$ cat src/inc/sbba_map.vh
`ifndef SBBA_MAP_VH
`define SBBA_MAP_VH
// register offsets
`define SBBA_OFS_DATA 8'hb0
`define SBBA_OFS_WORD 8'hb1
`define SBBA_OFS_TARGET 8'hb2
`define SBBA_OFS_CTRL 8'hb3
// reset values
`define SBBA_RST_BYTE 8'h00
// fields of the control and status register
`define SBBA_CTRL_MODE 7
`define SBBA_CTRL_BUSY 5
`define SBBA_CTRL_ENABLE 3
`define SBBA_CTRL_FAULT 1
// fields of the target register
`define SBBA_TGT_RW 0
// timing: one quarter of a serial bit at about 60 kHz
`define SBBA_CLK_MHZ 25
`define SBBA_QUARTER_NS 4166
`define SBBA_QUARTER_CYC ((`SBBA_QUARTER_NS * `SBBA_CLK_MHZ + 999) / 1000)
// sequencer states
`define SBBA_ST_IDLE 3'h0
`define SBBA_ST_START 3'h1
`define SBBA_ST_SEND 3'h2
`define SBBA_ST_RECV 3'h3
`define SBBA_ST_RSTART 3'h4
`define SBBA_ST_STOP 3'h5
`endif

$ cat src/rtl/unused_placeholder_none.v
`timescale 1ns/1ps
`default_nettype none
`default_nettype wire

$ cat src/rtl/sbba_serial_bus_byte_access.v
`timescale 1ns/1ps
`default_nettype none
`include "sbba_map.vh"

// Functional notes
// - A software write of the target register starts one bus cycle if idle and enabled.
// - A read cycle stores the received byte in the data register.
// - Data, word and target registers clear to 00h on every reset.
// - The word register gives the byte address inside the target.
// - Target bits 7:1 hold the seven-bit address sent on the bus.
// - Target bit 0 selects write when 0 and read when 1.
// - The busy flag reads 1 while a launched cycle runs, else 0.
// - Mode bit 0 sends target and word address, 1 only the target.
// - A missing acknowledge sets a fault flag cleared by reading it.
// - The bus pins act only while the present-enable bit is 1.
module sbba_serial_bus_byte_access (
    input wire i_clock,
    input wire i_rst,
    input wire i_global_reset_pin_n,
    input wire i_link_reset_n,
    input wire [7:0] i_reg_addr,
    input wire i_reg_wr,
    input wire i_reg_rd,
    input wire [7:0] i_reg_wdata,
    output reg [7:0] o_reg_rdata,
    input wire i_scl_in,
    output wire o_scl_out,
    output wire o_scl_oe,
    input wire i_sda_in,
    output wire o_sda_out,
    output wire o_sda_oe,
    output wire o_serial_mode
);
    localparam [31:0] QCYC_FULL = `SBBA_QUARTER_CYC;
    localparam [7:0] QCYC = QCYC_FULL[7:0];

    reg [1:0] global_reset_pin_sync;
    reg [1:0] lrst_sync;
    reg [1:0] sda_sync;
    reg [1:0] scl_sync;
    reg [7:0] serial_byte_buffer;
    reg [7:0] serial_word_location;
    reg [7:0] serial_target_and_command;
    reg addr_mode_select;
    reg eeprom_present_enable;
    reg cycle_fault_flag;
    reg [2:0] state;
    reg [2:0] step;
    reg [1:0] quarter;
    reg [3:0] bitcnt;
    reg [7:0] divcnt;
    reg [7:0] shift;
    reg cur_mode;
    reg scl_low;
    reg sda_low;
    // own nack copy: a status read may clear the visible fault mid-bit
    reg nack;
    wire soft_rst;
    wire tick;
    wire sw_cycle_busy;
    wire wr_target;
    wire rd_ctrl;
    wire sda_bit;

    // external reset pins cross into this domain before use
    always @(posedge i_clock or posedge i_rst) begin
        if (i_rst) begin
            global_reset_pin_sync <= 2'h0;
            lrst_sync <= 2'h0;
            sda_sync <= 2'h3;
            scl_sync <= 2'h3;
        end else begin
            global_reset_pin_sync <= {global_reset_pin_sync[0], i_global_reset_pin_n};
            lrst_sync <= {lrst_sync[0], i_link_reset_n};
            sda_sync <= {sda_sync[0], i_sda_in};
            scl_sync <= {scl_sync[0], i_scl_in};
        end
    end

    assign soft_rst = ~global_reset_pin_sync[1] | ~lrst_sync[1];
    assign sda_bit = sda_sync[1];
    assign sw_cycle_busy = (state != `SBBA_ST_IDLE);
    assign wr_target = i_reg_wr & (i_reg_addr == `SBBA_OFS_TARGET);
    assign rd_ctrl = i_reg_rd & (i_reg_addr == `SBBA_OFS_CTRL);
    assign tick = (divcnt == QCYC - 8'h01);

    // pins released outside serial mode so they stay free for gpio use
    assign o_serial_mode = eeprom_present_enable;
    assign o_scl_out = 1'b0;
    assign o_sda_out = 1'b0;
    assign o_scl_oe = scl_low & eeprom_present_enable;
    assign o_sda_oe = sda_low & eeprom_present_enable;

    // software registers
    always @(posedge i_clock or posedge i_rst) begin
        if (i_rst) begin
            serial_word_location <= `SBBA_RST_BYTE;
            serial_target_and_command <= `SBBA_RST_BYTE;
            addr_mode_select <= 1'b0;
            eeprom_present_enable <= 1'b0;
            o_reg_rdata <= 8'h00;
        end else if (soft_rst) begin
            serial_word_location <= `SBBA_RST_BYTE;
            serial_target_and_command <= `SBBA_RST_BYTE;
            addr_mode_select <= 1'b0;
            eeprom_present_enable <= 1'b0;
            o_reg_rdata <= 8'h00;
        end else begin
            if (i_reg_wr && i_reg_addr == `SBBA_OFS_WORD)
                serial_word_location <= i_reg_wdata;
            if (wr_target)
                serial_target_and_command <= i_reg_wdata;
            if (i_reg_wr && i_reg_addr == `SBBA_OFS_CTRL) begin
                addr_mode_select <= i_reg_wdata[`SBBA_CTRL_MODE];
                eeprom_present_enable <= i_reg_wdata[`SBBA_CTRL_ENABLE];
            end
            if (i_reg_rd) begin
                case (i_reg_addr)
                    `SBBA_OFS_DATA: o_reg_rdata <= serial_byte_buffer;
                    `SBBA_OFS_WORD: o_reg_rdata <= serial_word_location;
                    `SBBA_OFS_TARGET:
                        o_reg_rdata <= serial_target_and_command;
                    `SBBA_OFS_CTRL: o_reg_rdata <= {addr_mode_select, 1'b0,
                        sw_cycle_busy, 1'b0, eeprom_present_enable, 1'b0,
                        cycle_fault_flag, 1'b0};
                    default: o_reg_rdata <= 8'h00;
                endcase
            end
        end
    end

    // quarter-bit divider, held at zero while idle
    always @(posedge i_clock or posedge i_rst) begin
        if (i_rst) begin
            divcnt <= 8'h00;
        end else if (soft_rst || !sw_cycle_busy || tick) begin
            divcnt <= 8'h00;
        end else begin
            divcnt <= divcnt + 8'h01;
        end
    end

    // bus sequencer; also owns the data register since reads fill it
    always @(posedge i_clock or posedge i_rst) begin
        if (i_rst) begin
            state <= `SBBA_ST_IDLE;
            nack <= 1'b0;
            step <= 3'h0;
            quarter <= 2'h0;
            bitcnt <= 4'h0;
            shift <= 8'h00;
            cur_mode <= 1'b0;
            scl_low <= 1'b0;
            sda_low <= 1'b0;
            cycle_fault_flag <= 1'b0;
            serial_byte_buffer <= `SBBA_RST_BYTE;
        end else if (soft_rst) begin
            state <= `SBBA_ST_IDLE;
            nack <= 1'b0;
            step <= 3'h0;
            quarter <= 2'h0;
            bitcnt <= 4'h0;
            shift <= 8'h00;
            cur_mode <= 1'b0;
            scl_low <= 1'b0;
            sda_low <= 1'b0;
            cycle_fault_flag <= 1'b0;
            serial_byte_buffer <= `SBBA_RST_BYTE;
        end else begin
            if (rd_ctrl)
                cycle_fault_flag <= 1'b0;
            if (i_reg_wr && i_reg_addr == `SBBA_OFS_DATA)
                serial_byte_buffer <= i_reg_wdata;
            case (state)
                `SBBA_ST_IDLE: begin
                    scl_low <= 1'b0;
                    sda_low <= 1'b0;
                    quarter <= 2'h0;
                    // launch ignored unless the pins are in serial mode
                    if (wr_target && eeprom_present_enable) begin
                        state <= `SBBA_ST_START;
                        step <= 3'h0;
                        nack <= 1'b0;
                        cur_mode <= addr_mode_select;
                    end
                end
                `SBBA_ST_START, `SBBA_ST_RSTART: if (tick) begin
                    quarter <= quarter + 2'h1;
                    case (quarter)
                        2'h0: begin
                            scl_low <= 1'b0;
                            sda_low <= 1'b0;
                        end
                        2'h1: scl_low <= 1'b0;
                        2'h2: sda_low <= 1'b1;
                        default: begin
                            scl_low <= 1'b1;
                            bitcnt <= 4'h0;
                            state <= `SBBA_ST_SEND;
                            if (state == `SBBA_ST_RSTART) begin
                                step <= 3'h3;
                                shift <= {serial_target_and_command[7:1],
                                    1'b1};
                            end else begin
                                shift <= {serial_target_and_command[7:1],
                                    cur_mode &
                                    serial_target_and_command[`SBBA_TGT_RW]};
                            end
                        end
                    endcase
                end
                `SBBA_ST_SEND, `SBBA_ST_RECV: if (tick) begin
                    quarter <= quarter + 2'h1;
                    case (quarter)
                        2'h0: begin
                            scl_low <= 1'b1;
                            // ack slot released: a read answers with nack
                            if (bitcnt == 4'h8)
                                sda_low <= 1'b0;
                            else if (state == `SBBA_ST_SEND)
                                sda_low <= ~shift[7];
                            else
                                sda_low <= 1'b0;
                        end
                        2'h1: scl_low <= 1'b0;
                        2'h2: begin
                            if (bitcnt != 4'h8)
                                shift <= {shift[6:0], sda_bit};
                            else if (state == `SBBA_ST_SEND && sda_bit) begin
                                nack <= 1'b1;
                                cycle_fault_flag <= 1'b1;
                            end
                        end
                        default: begin
                            scl_low <= 1'b1;
                            bitcnt <= bitcnt + 4'h1;
                            if (bitcnt == 4'h8) begin
                                bitcnt <= 4'h0;
                                if (state == `SBBA_ST_RECV) begin
                                    serial_byte_buffer <= shift;
                                    state <= `SBBA_ST_STOP;
                                end else if (nack) begin
                                    state <= `SBBA_ST_STOP;
                                end else begin
                                    case (step)
                                        3'h0: begin
                                            if (cur_mode &&
                                      serial_target_and_command[`SBBA_TGT_RW])
                                                state <= `SBBA_ST_RECV;
                                            else if (cur_mode) begin
                                                step <= 3'h2;
                                                shift <= serial_byte_buffer;
                                            end else begin
                                                step <= 3'h1;
                                                shift <= serial_word_location;
                                            end
                                        end
                                        3'h1: begin
                                          if (serial_target_and_command[0])
                                                state <= `SBBA_ST_RSTART;
                                            else begin
                                                step <= 3'h2;
                                                shift <= serial_byte_buffer;
                                            end
                                        end
                                        3'h3: state <= `SBBA_ST_RECV;
                                        default: state <= `SBBA_ST_STOP;
                                    endcase
                                end
                            end
                        end
                    endcase
                end
                `SBBA_ST_STOP: if (tick) begin
                    quarter <= quarter + 2'h1;
                    case (quarter)
                        2'h0: sda_low <= 1'b1;
                        2'h1: scl_low <= 1'b0;
                        2'h2: sda_low <= 1'b0;
                        default: state <= `SBBA_ST_IDLE;
                    endcase
                end
                default: state <= `SBBA_ST_IDLE;
            endcase
        end
    end
endmodule // sbba_serial_bus_byte_access
`default_nettype wire

$ cat config.mk
export PLATFORM = sky130hd
export DESIGN_NAME = sbba_serial_bus_byte_access
export DESIGN_NICKNAME = d
export VERILOG_FILES = /design/src/rtl/unused_placeholder_none.v /design/src/rtl/sbba_serial_bus_byte_access.v
export VERILOG_INCLUDE_DIRS = /design/src /design/src/inc
export SDC_FILE = /design/constraint.sdc
export NUM_CORES = 1
export LEC_CHECK = 0
export ABC_AREA = 1
export ABC_CLOCK_PERIOD_IN_PS = 2900
export BUFFER_PORTS_ARGS = -buffer_cell sky130_fd_sc_hd__clkbuf_2
export CORE_ASPECT_RATIO = 0.75
export CORE_MARGIN = 10
export CORE_UTILIZATION = 45
export CTS_CLUSTER_SIZE = 25
export DETAILED_ROUTE_END_ITERATION = 12
export PLACE_DENSITY = 0.74
export SETUP_SLACK_MARGIN = 0.4
export SYNTH_ARGS = -nofsm -noshare
export SYNTH_HDL_FRONTEND = slang
export SYNTH_SLANG_ARGS = --single-unit
$ cat constraint.sdc
create_clock -name i_clock -period 2.9 [get_ports i_clock]
set_input_delay 0.29 -clock i_clock [delete_from_list [all_inputs] [get_ports i_clock]]
set_output_delay 0.29 -clock i_clock [all_outputs]
set_load 0.02 [all_outputs]
# == After elaboration in Yosys (flattened, before gate mapping) ==
# Index checks and enable logic that the tools add are counted.
# totals
register_bits,73
out_inout_bits,13
# op_classes
muxes,109
eq_ne,50
addsub,3
bitwise_logic,9
n_reduce_logical,38
# ops
cell,count
two-way mux 8 bit,25
two-way mux 3 bit,25
!= test 3 bit (second input constant),18
case mux 8 bit (2 select lines),3
!= test 4 bit (second input constant),9
two-way mux 1 bit,33
equality test 8 bit (second input constant),4
case mux 8 bit (4 select lines),1
two-way mux 4 bit,6
case mux 3 bit (3 select lines),2
AND reduction 7 bit,2
AND reduction 13 bit,1
!= test 6 bit (second input constant),2
case mux 3 bit (4 select lines),1
AND reduction 12 bit,1
nonzero test 2 bit,6
nonzero test 3 bit,4
!= test 5 bit (second input constant),2
case mux 1 bit (2 select lines),5
AND reduction 10 bit,1
equality test 3 x 2 -> 1 bit (second input constant),3
adder 8 x 1 -> 8 bit (second input constant),1
equality test 8 x 7 -> 1 bit (second input constant),1
case mux 1 bit (4 select lines),2
31 further kinds,51

# == Depth between registers and ports, before layout ==
# Gate-level depths: netlist of run 1.
# logic_depth
word_depth,10
depth_mapped,12
depth_no_buf,12

# == Worst setup path before layout of run 1 ==
# OpenSTA, ideal clock, no wires.
# synth_timing
path_type,flip-flop to flip-flop
startpoint,reg quarter[0]
endpoint,reg shift[7]
setup_slack_ns,1.140
stages_incl_launch_ff,11
t_arrival_ns,1.643
path_cell_list,dfrtp_1 -> inv_1 -> ha_1 -> clkbuf_1 -> inv_1 -> nand3_1 -> o21ai_2 -> nor2_4 -> nand2_4 -> nand2_1 -> nand2_1
# synth_via
elab_chain_len,6
# synth_lines
element,line_no,rtl
start: declaration,sbba_serial_bus_byte_access.v:49,reg [1:0] quarter;
start signal: assignment,sbba_serial_bus_byte_access.v:188,quarter <= quarter + 2'h1;
start signal: assignment,sbba_serial_bus_byte_access.v:213,quarter <= quarter + 2'h1;
start signal: assignment,sbba_serial_bus_byte_access.v:275,quarter <= quarter + 2'h1;
equality test 2 x 1 -> 1 bit / zero test 2 bit (equally long branches),"sbba_serial_bus_byte_access.v:189, sbba_serial_bus_byte_access.v:214",
OR reduction 2 bit (no line),-,
case mux 8 bit (2 select lines),sbba_serial_bus_byte_access.v:214,case (quarter)
two-way mux 8 bit,sbba_serial_bus_byte_access.v:212,"`SBBA_ST_SEND, `SBBA_ST_RECV: if (tick) begin"
case mux 8 bit (2 select lines),sbba_serial_bus_byte_access.v:174,case (state)
two-way mux 8 bit,sbba_serial_bus_byte_access.v:157,end else if (soft_rst) begin
end signal: assignment,sbba_serial_bus_byte_access.v:202,"shift <= {serial_target_and_command[7:1],"
end signal: assignment,sbba_serial_bus_byte_access.v:205,"shift <= {serial_target_and_command[7:1],"
end signal: assignment,sbba_serial_bus_byte_access.v:228,"shift <= {shift[6:0], sda_bit};"
end: declaration,sbba_serial_bus_byte_access.v:52,reg [7:0] shift;
# Parallel ways exist; a longest one is shown, timed or not. The select of a mux whose other input is x is not followed.
# A chain may end at the register's enable or synchronous reset.

# == Final worst setup path of run 1 ==
# layout_timing
startpoint,reg step[0]
endpoint,reg shift[6]
# layout_via
elab_chain_len,9
# layout_lines
element,line_no,rtl
start: declaration,sbba_serial_bus_byte_access.v:48,reg [2:0] step;
start signal: assignment,sbba_serial_bus_byte_access.v:148,step <= 3'h0;
start signal: assignment,sbba_serial_bus_byte_access.v:160,step <= 3'h0;
start signal: assignment,sbba_serial_bus_byte_access.v:182,step <= 3'h0;
equality test 3 x 1 -> 1 bit / zero test 3 bit (equally long branches),sbba_serial_bus_byte_access.v:245,case (step)
case mux 8 bit (2 select lines),sbba_serial_bus_byte_access.v:245,
two-way mux 8 bit,sbba_serial_bus_byte_access.v:242,end else if (nack) begin
two-way mux 8 bit,sbba_serial_bus_byte_access.v:239,if (state == `SBBA_ST_RECV) begin
two-way mux 8 bit,sbba_serial_bus_byte_access.v:237,if (bitcnt == 4'h8) begin
case mux 8 bit (2 select lines),sbba_serial_bus_byte_access.v:214,
two-way mux 8 bit,sbba_serial_bus_byte_access.v:212,
case mux 8 bit (2 select lines),sbba_serial_bus_byte_access.v:174,
two-way mux 8 bit,sbba_serial_bus_byte_access.v:157,
# Parallel ways exist; a longest one is shown, timed or not. The select of a mux whose other input is x is not followed.

==> metrics.yaml, run 1 <==
track_usage_pct: 16.5
grt_pass1_vias: 3799
drv_cap: 0
combPwrFrac_pct: 18.9
worst_slack_ps: 815
netlist.area_leader.share_pct: 40.7
place.gp.congestion: 0.902
instances_no_fill: 748
final_common_cell: "nand2_1"
worstPathMaxFanout: 11
dieArea_um2: 13900
multi_input_area_um2: 2170
synth_cells: 584
p_int_uw: 1910
rows: 30
power_switching_uw: 848
area_growth_pct: 13.3
cts_setup_buffers: 0
clock_power_share_pct: 41.1
yosys-top-cells-area: "dfrtp_1, nand2_1, o21ai_0, inv_1, a21oi_1"
worst_hold_path_type: "in2reg"
setup_viol: 0
n_fill_cell: 886
yosysTopAreaCell: "dfrtp_1"
min_period_ps: 2090
worstSetupPathType: "reg2reg"
initialDrtViolationCount: 429
tightestPinTransition_ps: 910
wl_per_cell_um: 15.1
slew_headroom_pct: 39.4
io_buffers: 33
io_pins: 37
place_ws_ps: 894
seq_area_frac_synth_pct: 42.0
clkLatencyLatePin_ps: 340
drc: 0
htreeDepth: 3
hold_slack_ps: 30.4
cp-end-kind: "flop"
antenna_found_initial: 0
grt_pass1_wl_um: 19000
crit_required_ps: 3180
ant_nets: 0
finalSetupTns_ps: 0
p_leak_uw: 0.00243
synthFlopType: "dfrtp_1"
synthArstFlopShare_pct: 100
ff2ff_setup_slack_ps: 810
crit_arrival_ps: 2360
grt-ovfl-total: 0
yosysWarnings: 0
vdd_drop_max_mv: 0.411
seqPwrFrac_pct: 39.9
mostFrequentLayoutCells: "nand2_1, dfrtp_1, inv_1"
clk_pin_slew_worst_paths_ps: 60
nNetsFinal: 650
dr.pass1.iters: 7
cts.path.max_buffers: 2
drive_gt1_share_pct: 15.3
routed-via-count: 4027
critPathLaunchType: "flop"
synth-edff-count: 0
hold_viol_final: 0
power.density_nw_per_um2: 566
cts_root_buf: "clkbuf_16"
ys_types: 40
grt_max_degree: 73
initial_utilization_pct: 46.7
finClkSkew_ps: 8.98
chipWidth_um: 133
cts_buffers: 9
fmax_mhz: 480
antenna_cells: 0
ctsHoldBuffers: 0
p_sw_share_pct: 30.7
cts_sinks: 72
fp.dieH_um: 105
rsz0062_at_grt: "no"
syn_avg_cell_area_um2: 7.36
dp.cells: 732
netlist_area_um2: 4300
final_util_pct: 53.0
wirelength_um: 11300
viasPerCell: 5.38
seq_area_um2: 1800
core_area_um2: 9200
cts_tree: "yes"
finalCritPeriodShare_pct: 71.9
cts_resized: 0
ys_ff_latch: 72
dp_hpwl_um: 8190
drv_slew: 0
outcome: "completed"
[cells by family (layout without fill, tap and decap cells)]
logic type,Yosys count,after routing,share of synthesized area [%]
xor gates and xnor gates,2,2,0.408
adders and majority gates,11,11,3.20
other,1,2,0.0872
DFF,72,72,42.0
buffers and inverters,81,116,7.63
and+or+nand+nor,300,300,32.2
AOI/OAI and AO/OA,117,117,14.5
[layout make-up]
class,instances,area share [%]
sequential,72,37.0
clock buffer,11,5.19
tap,128,3.29
timing repair buffer,36,3.85
clock inverter,5,1.13
multi-input combinational,432,44.6
inverter,64,4.93
[final timing paths]
path | start | end | depth (start not counted)
setup / recovery | step[0] | shift[6] | 8
hold / removal | i_sda_in | sda_sync[0] | 1
setup reg to reg | step[0] | shift[6] | 8
hold reg to reg | global_reset_pin_sync[0] | global_reset_pin_sync[1] | 0
max in group asynchronous | i_rst | o_serial_mode | 3
min in group asynchronous | i_rst | global_reset_pin_sync[0] | 3
[state kept, by name, indices dropped and copies added (netlist names), 2 cells and up]
signal,cells
o_reg_rdata,8
bitcnt,4
serial_target_and_command,8
state,3
serial_byte_buffer,8
quarter,2
divcnt,8
shift,8
serial_word_location,8
global_reset_pin_sync,2
sda_sync,2
step,2
lrst_sync,2
[cells in the mapped netlist, types with 2 or more instances]
library cell and instances:
nor3b_1 3, o21ai_2 2, buf_4 4, nand3_2 5, nand2_1 171, a21oi_1 37, clkbuf_1 5, nand3_4 3
nor2_2 7, dfrtp_1 70, o21ai_1 20, ha_1 11, nand2_4 2, nor2_1 45, nor2_4 2, inv_2 7
dfstp_2 2, buf_2 7, inv_1 57, nand4_1 9, o211ai_1 3, nor3_1 6, nand2_2 7, o21ai_0 48
nand3_1 36
[routing by layer]
layer  up-vias  GRT usage (%)  part of all wire [%]
li1       1964              -                     -
met1      1860           23.8                    48
met2       180           22.6                    40
met3        23           4.93                   9.9
met4         0           5.49                   1.8
met5         -              0                     0
[per-stage QoR]
stage / total power, uW / cell area, um2
finish: 2760 / 4870
global route: 2880 / 4870
CTS: 2760 / 4870
detailed placement: 1630 / 4560
global placement: 1620 / 4560
floorplan: 1500 / 4300
[power groups by stage]
stage / Sequential, uW / Clock (uW) / Combinational, uW
6_report: 1100 / 1130 / 522
5_1_grt: 1110 / 1190 / 586
4_1_cts: 1100 / 1150 / 517
3_5_place_dp: 1120 / 0 / 511
3_3_place_gp: 1120 / 0 / 500
2_1_floorplan: 1100 / 0 / 404
[worst max-delay path, cell delays in order, from the launching register on]
cell and delay (ps):
dfrtp_1 410, ha_1 250, nor2_1 620, nor2_1 120
nor2_1 110, o21ai_0 110, a21oi_1 190, nand3_1 110
nand2_1 90
Power figures use the tool's default switching activity.
==> run 2: changes to the inputs <==
Settings changed: ABC_CLOCK_PERIOD_IN_PS 2900 to 1850, PLACE_DENSITY 0.74 to 0.76.
Clock period 2.9 ns to 1.85 ns, I/O delays scaled along.
==> metrics.yaml, run 2 (same netlist as run 1, synthesis figures left out) <==
place_ws_ps: -21.9  # -916 ps
grt_pass1_vias: 4265  # +12%
nNetsFinal: 695  # +6.9%
dieArea_um2: 13900  # unchanged
dp_hpwl_um: 8580  # +4.8%
final_util_pct: 60.4  # +7.5 points
worstPathMaxFanout: 7  # -4
fp.dieH_um: 105  # unchanged
grt_max_degree: 73  # unchanged
initial_utilization_pct: 46.7  # unchanged
area_growth_pct: 29.3
p_sw_share_pct: 32.1  # +1.4 points
grt-ovfl-total: 0  # unchanged
dr.pass1.iters: 5  # -2
wl_per_cell_um: 16.7  # +10%
cts_buffers: 9  # unchanged
io_pins: 37  # unchanged
outcome: "completed"
cts.path.max_buffers: 2  # unchanged
finalCritPeriodShare_pct: 93.3  # +21 points
cts_root_buf: "clkbuf_16"
power.density_nw_per_um2: 860  # +52%
cts_sinks: 72  # unchanged
rows: 30  # unchanged
hold_viol_final: 0  # unchanged
p_int_uw: 3240  # +70%
chipWidth_um: 133  # unchanged
finClkSkew_ps: 9.46  # +0.481 ps
worstSetupPathType: "reg2reg"
viasPerCell: 5.63  # +4.5%
io_buffers: 33  # unchanged
mostFrequentLayoutCells: "nand2_1, dfrtp_1, inv_1"
path_cells: "inv_2 > ha_4 > nand2_4 > nor2_4 > inv_2 > nor2_4 > nand3_4 > o21ai_1 > a21oi_2"
placed_area_um2: 4690  # +2.8%
antenna_cells: 0  # unchanged
vdd_drop_max_mv: 0.398  # -3.3%
core_area_um2: 9200  # unchanged
combPwrFrac_pct: 23.7  # +4.8 points
drive_gt1_share_pct: 27.1  # +12 points
grt_pass1_wl_um: 20700  # +8.9%
routed-via-count: 4463  # +11%
cpMaxStageDelayCell: "dfrtp_1"
final_common_cell: "nand2_1"
ant_nets: 0  # unchanged
rsz0062_at_grt: "yes"
fmax_mhz: 579  # +21%
worst_hold_path_type: "in2reg"
crit_required_ps: 2070  # -1110 ps
setup_viol: 0  # unchanged
clock_power_share_pct: 39.9  # -1.2 points
design_area_um2: 5560  # +14%
clkLatencyLatePin_ps: 350  # about the same
min_period_ps: 1730  # -359 ps
drv_cap: 0  # unchanged
seqPwrFrac_pct: 36.4  # -3.5 points
cts_tree: "yes"
worst_slack_ps: 124  # -691 ps
initialDrtViolationCount: 497  # +16%
p_leak_uw: 0.00268  # +11%
wirelength_um: 13200  # +17%
hold_slack_ps: 114  # +83.4 ps
antenna_found_initial: 0  # unchanged
place.gp.congestion: 0.899  # -0.30%
cpLargestDelayFamily: "simple AND/OR/NAND/NOR gates"
drv_slew: 0  # unchanged
power_switching_uw: 1540  # +81%
crit_arrival_ps: 1950  # -410 ps
critPathMaxStageDelay_ps: 400  # -220 ps
htreeDepth: 3  # unchanged
clk_pin_slew_worst_paths_ps: 60  # about the same
track_usage_pct: 17.7  # +1.3 points
cp_num_buf_inv: 2  # +2
critPathLaunchType: "flop"
drc: 0  # unchanged
cp-end-kind: "flop"
run 2: path summary, 6_finish.rpt:
check | start | endpoint | slack (ps) | depth (start not counted)
min reg2reg | lrst_sync[0] | lrst_sync[1] | 350 | 0
min | i_reg_wdata[2] | serial_target_and_command[2] | 110 | 3
max reg2reg | bitcnt[0] | serial_byte_buffer[5] | 120 | 9
max in group asynchronous | i_rst | sda_sync[0] | 1020 | 4
max | bitcnt[0] | serial_byte_buffer[5] | 120 | 9
min in group asynchronous | i_rst | cycle_fault_flag | 480 | 4
run 2: area by class of cell:
type	instances	area, um2
inverter	64	262
multi-input combinational	435	2460
tap	128	160
fill	784	3640
clock buffer	10	229
sequential	72	1810
timing repair inverter	1	8.76
clock inverter	6	92.6
timing repair buffer	77	541
run 2: what timing repair did:
| item | CTS | global route |
|---|---|---|
| setup endpoints to repair | 48 | 51 |
| pin swaps | 21 | 13 |
| gates resized for setup | 40 | 37 |
| cloned | 3 | 1 |
| hold endpoints to repair | 73 | 0 |
| hold buffers | 4 | 0 |
| setup buffers | 18 | 8 |
run 2: metal layers:
metal | GRT usage (%) | up-vias | share of wire (%)
li1 | - | 2051 | -
met1 | 22.9 | 2110 | 41
met2 | 27.5 | 260 | 46
met3 | 5.41 | 42 | 11
met4 | 6.35 | 0 | 2.7
met5 | 0 | - | 0
run 2: worst reg2reg max path: stages, from the launching register on:
cell and delay (ps):
dfrtp_1 400, inv_2 90, ha_4 140, nand2_4 50
nor2_4 190, inv_2 100, nor2_4 200, nand3_4 160
o21ai_1 230, a21oi_2 50
run 2: power groups by stage:
stage / Clock (uW) / Combinational (uW) / Sequential [uW]
2_1_floorplan: 0 / 646 / 1720
3_3_place_gp: 0 / 812 / 1750
3_5_place_dp: 0 / 832 / 1750
4_1_cts: 1910 / 978 / 1730
5_1_grt: 1990 / 1230 / 1740
6_report: 1900 / 1130 / 1740
run 2: stage by stage:
| step | setup TNS [ps] | power [uW] | std cells |
|---|---|---|---|
| floorplan | 0 | 2360 | 585 |
| global placement | 0 | 2560 | 743 |
| detailed placement | -21.9 | 2590 | 743 |
| CTS | 0 | 4620 | 784 |
| global route | 0 | 4970 | 793 |
| finish | 0 | 4780 | 793 |
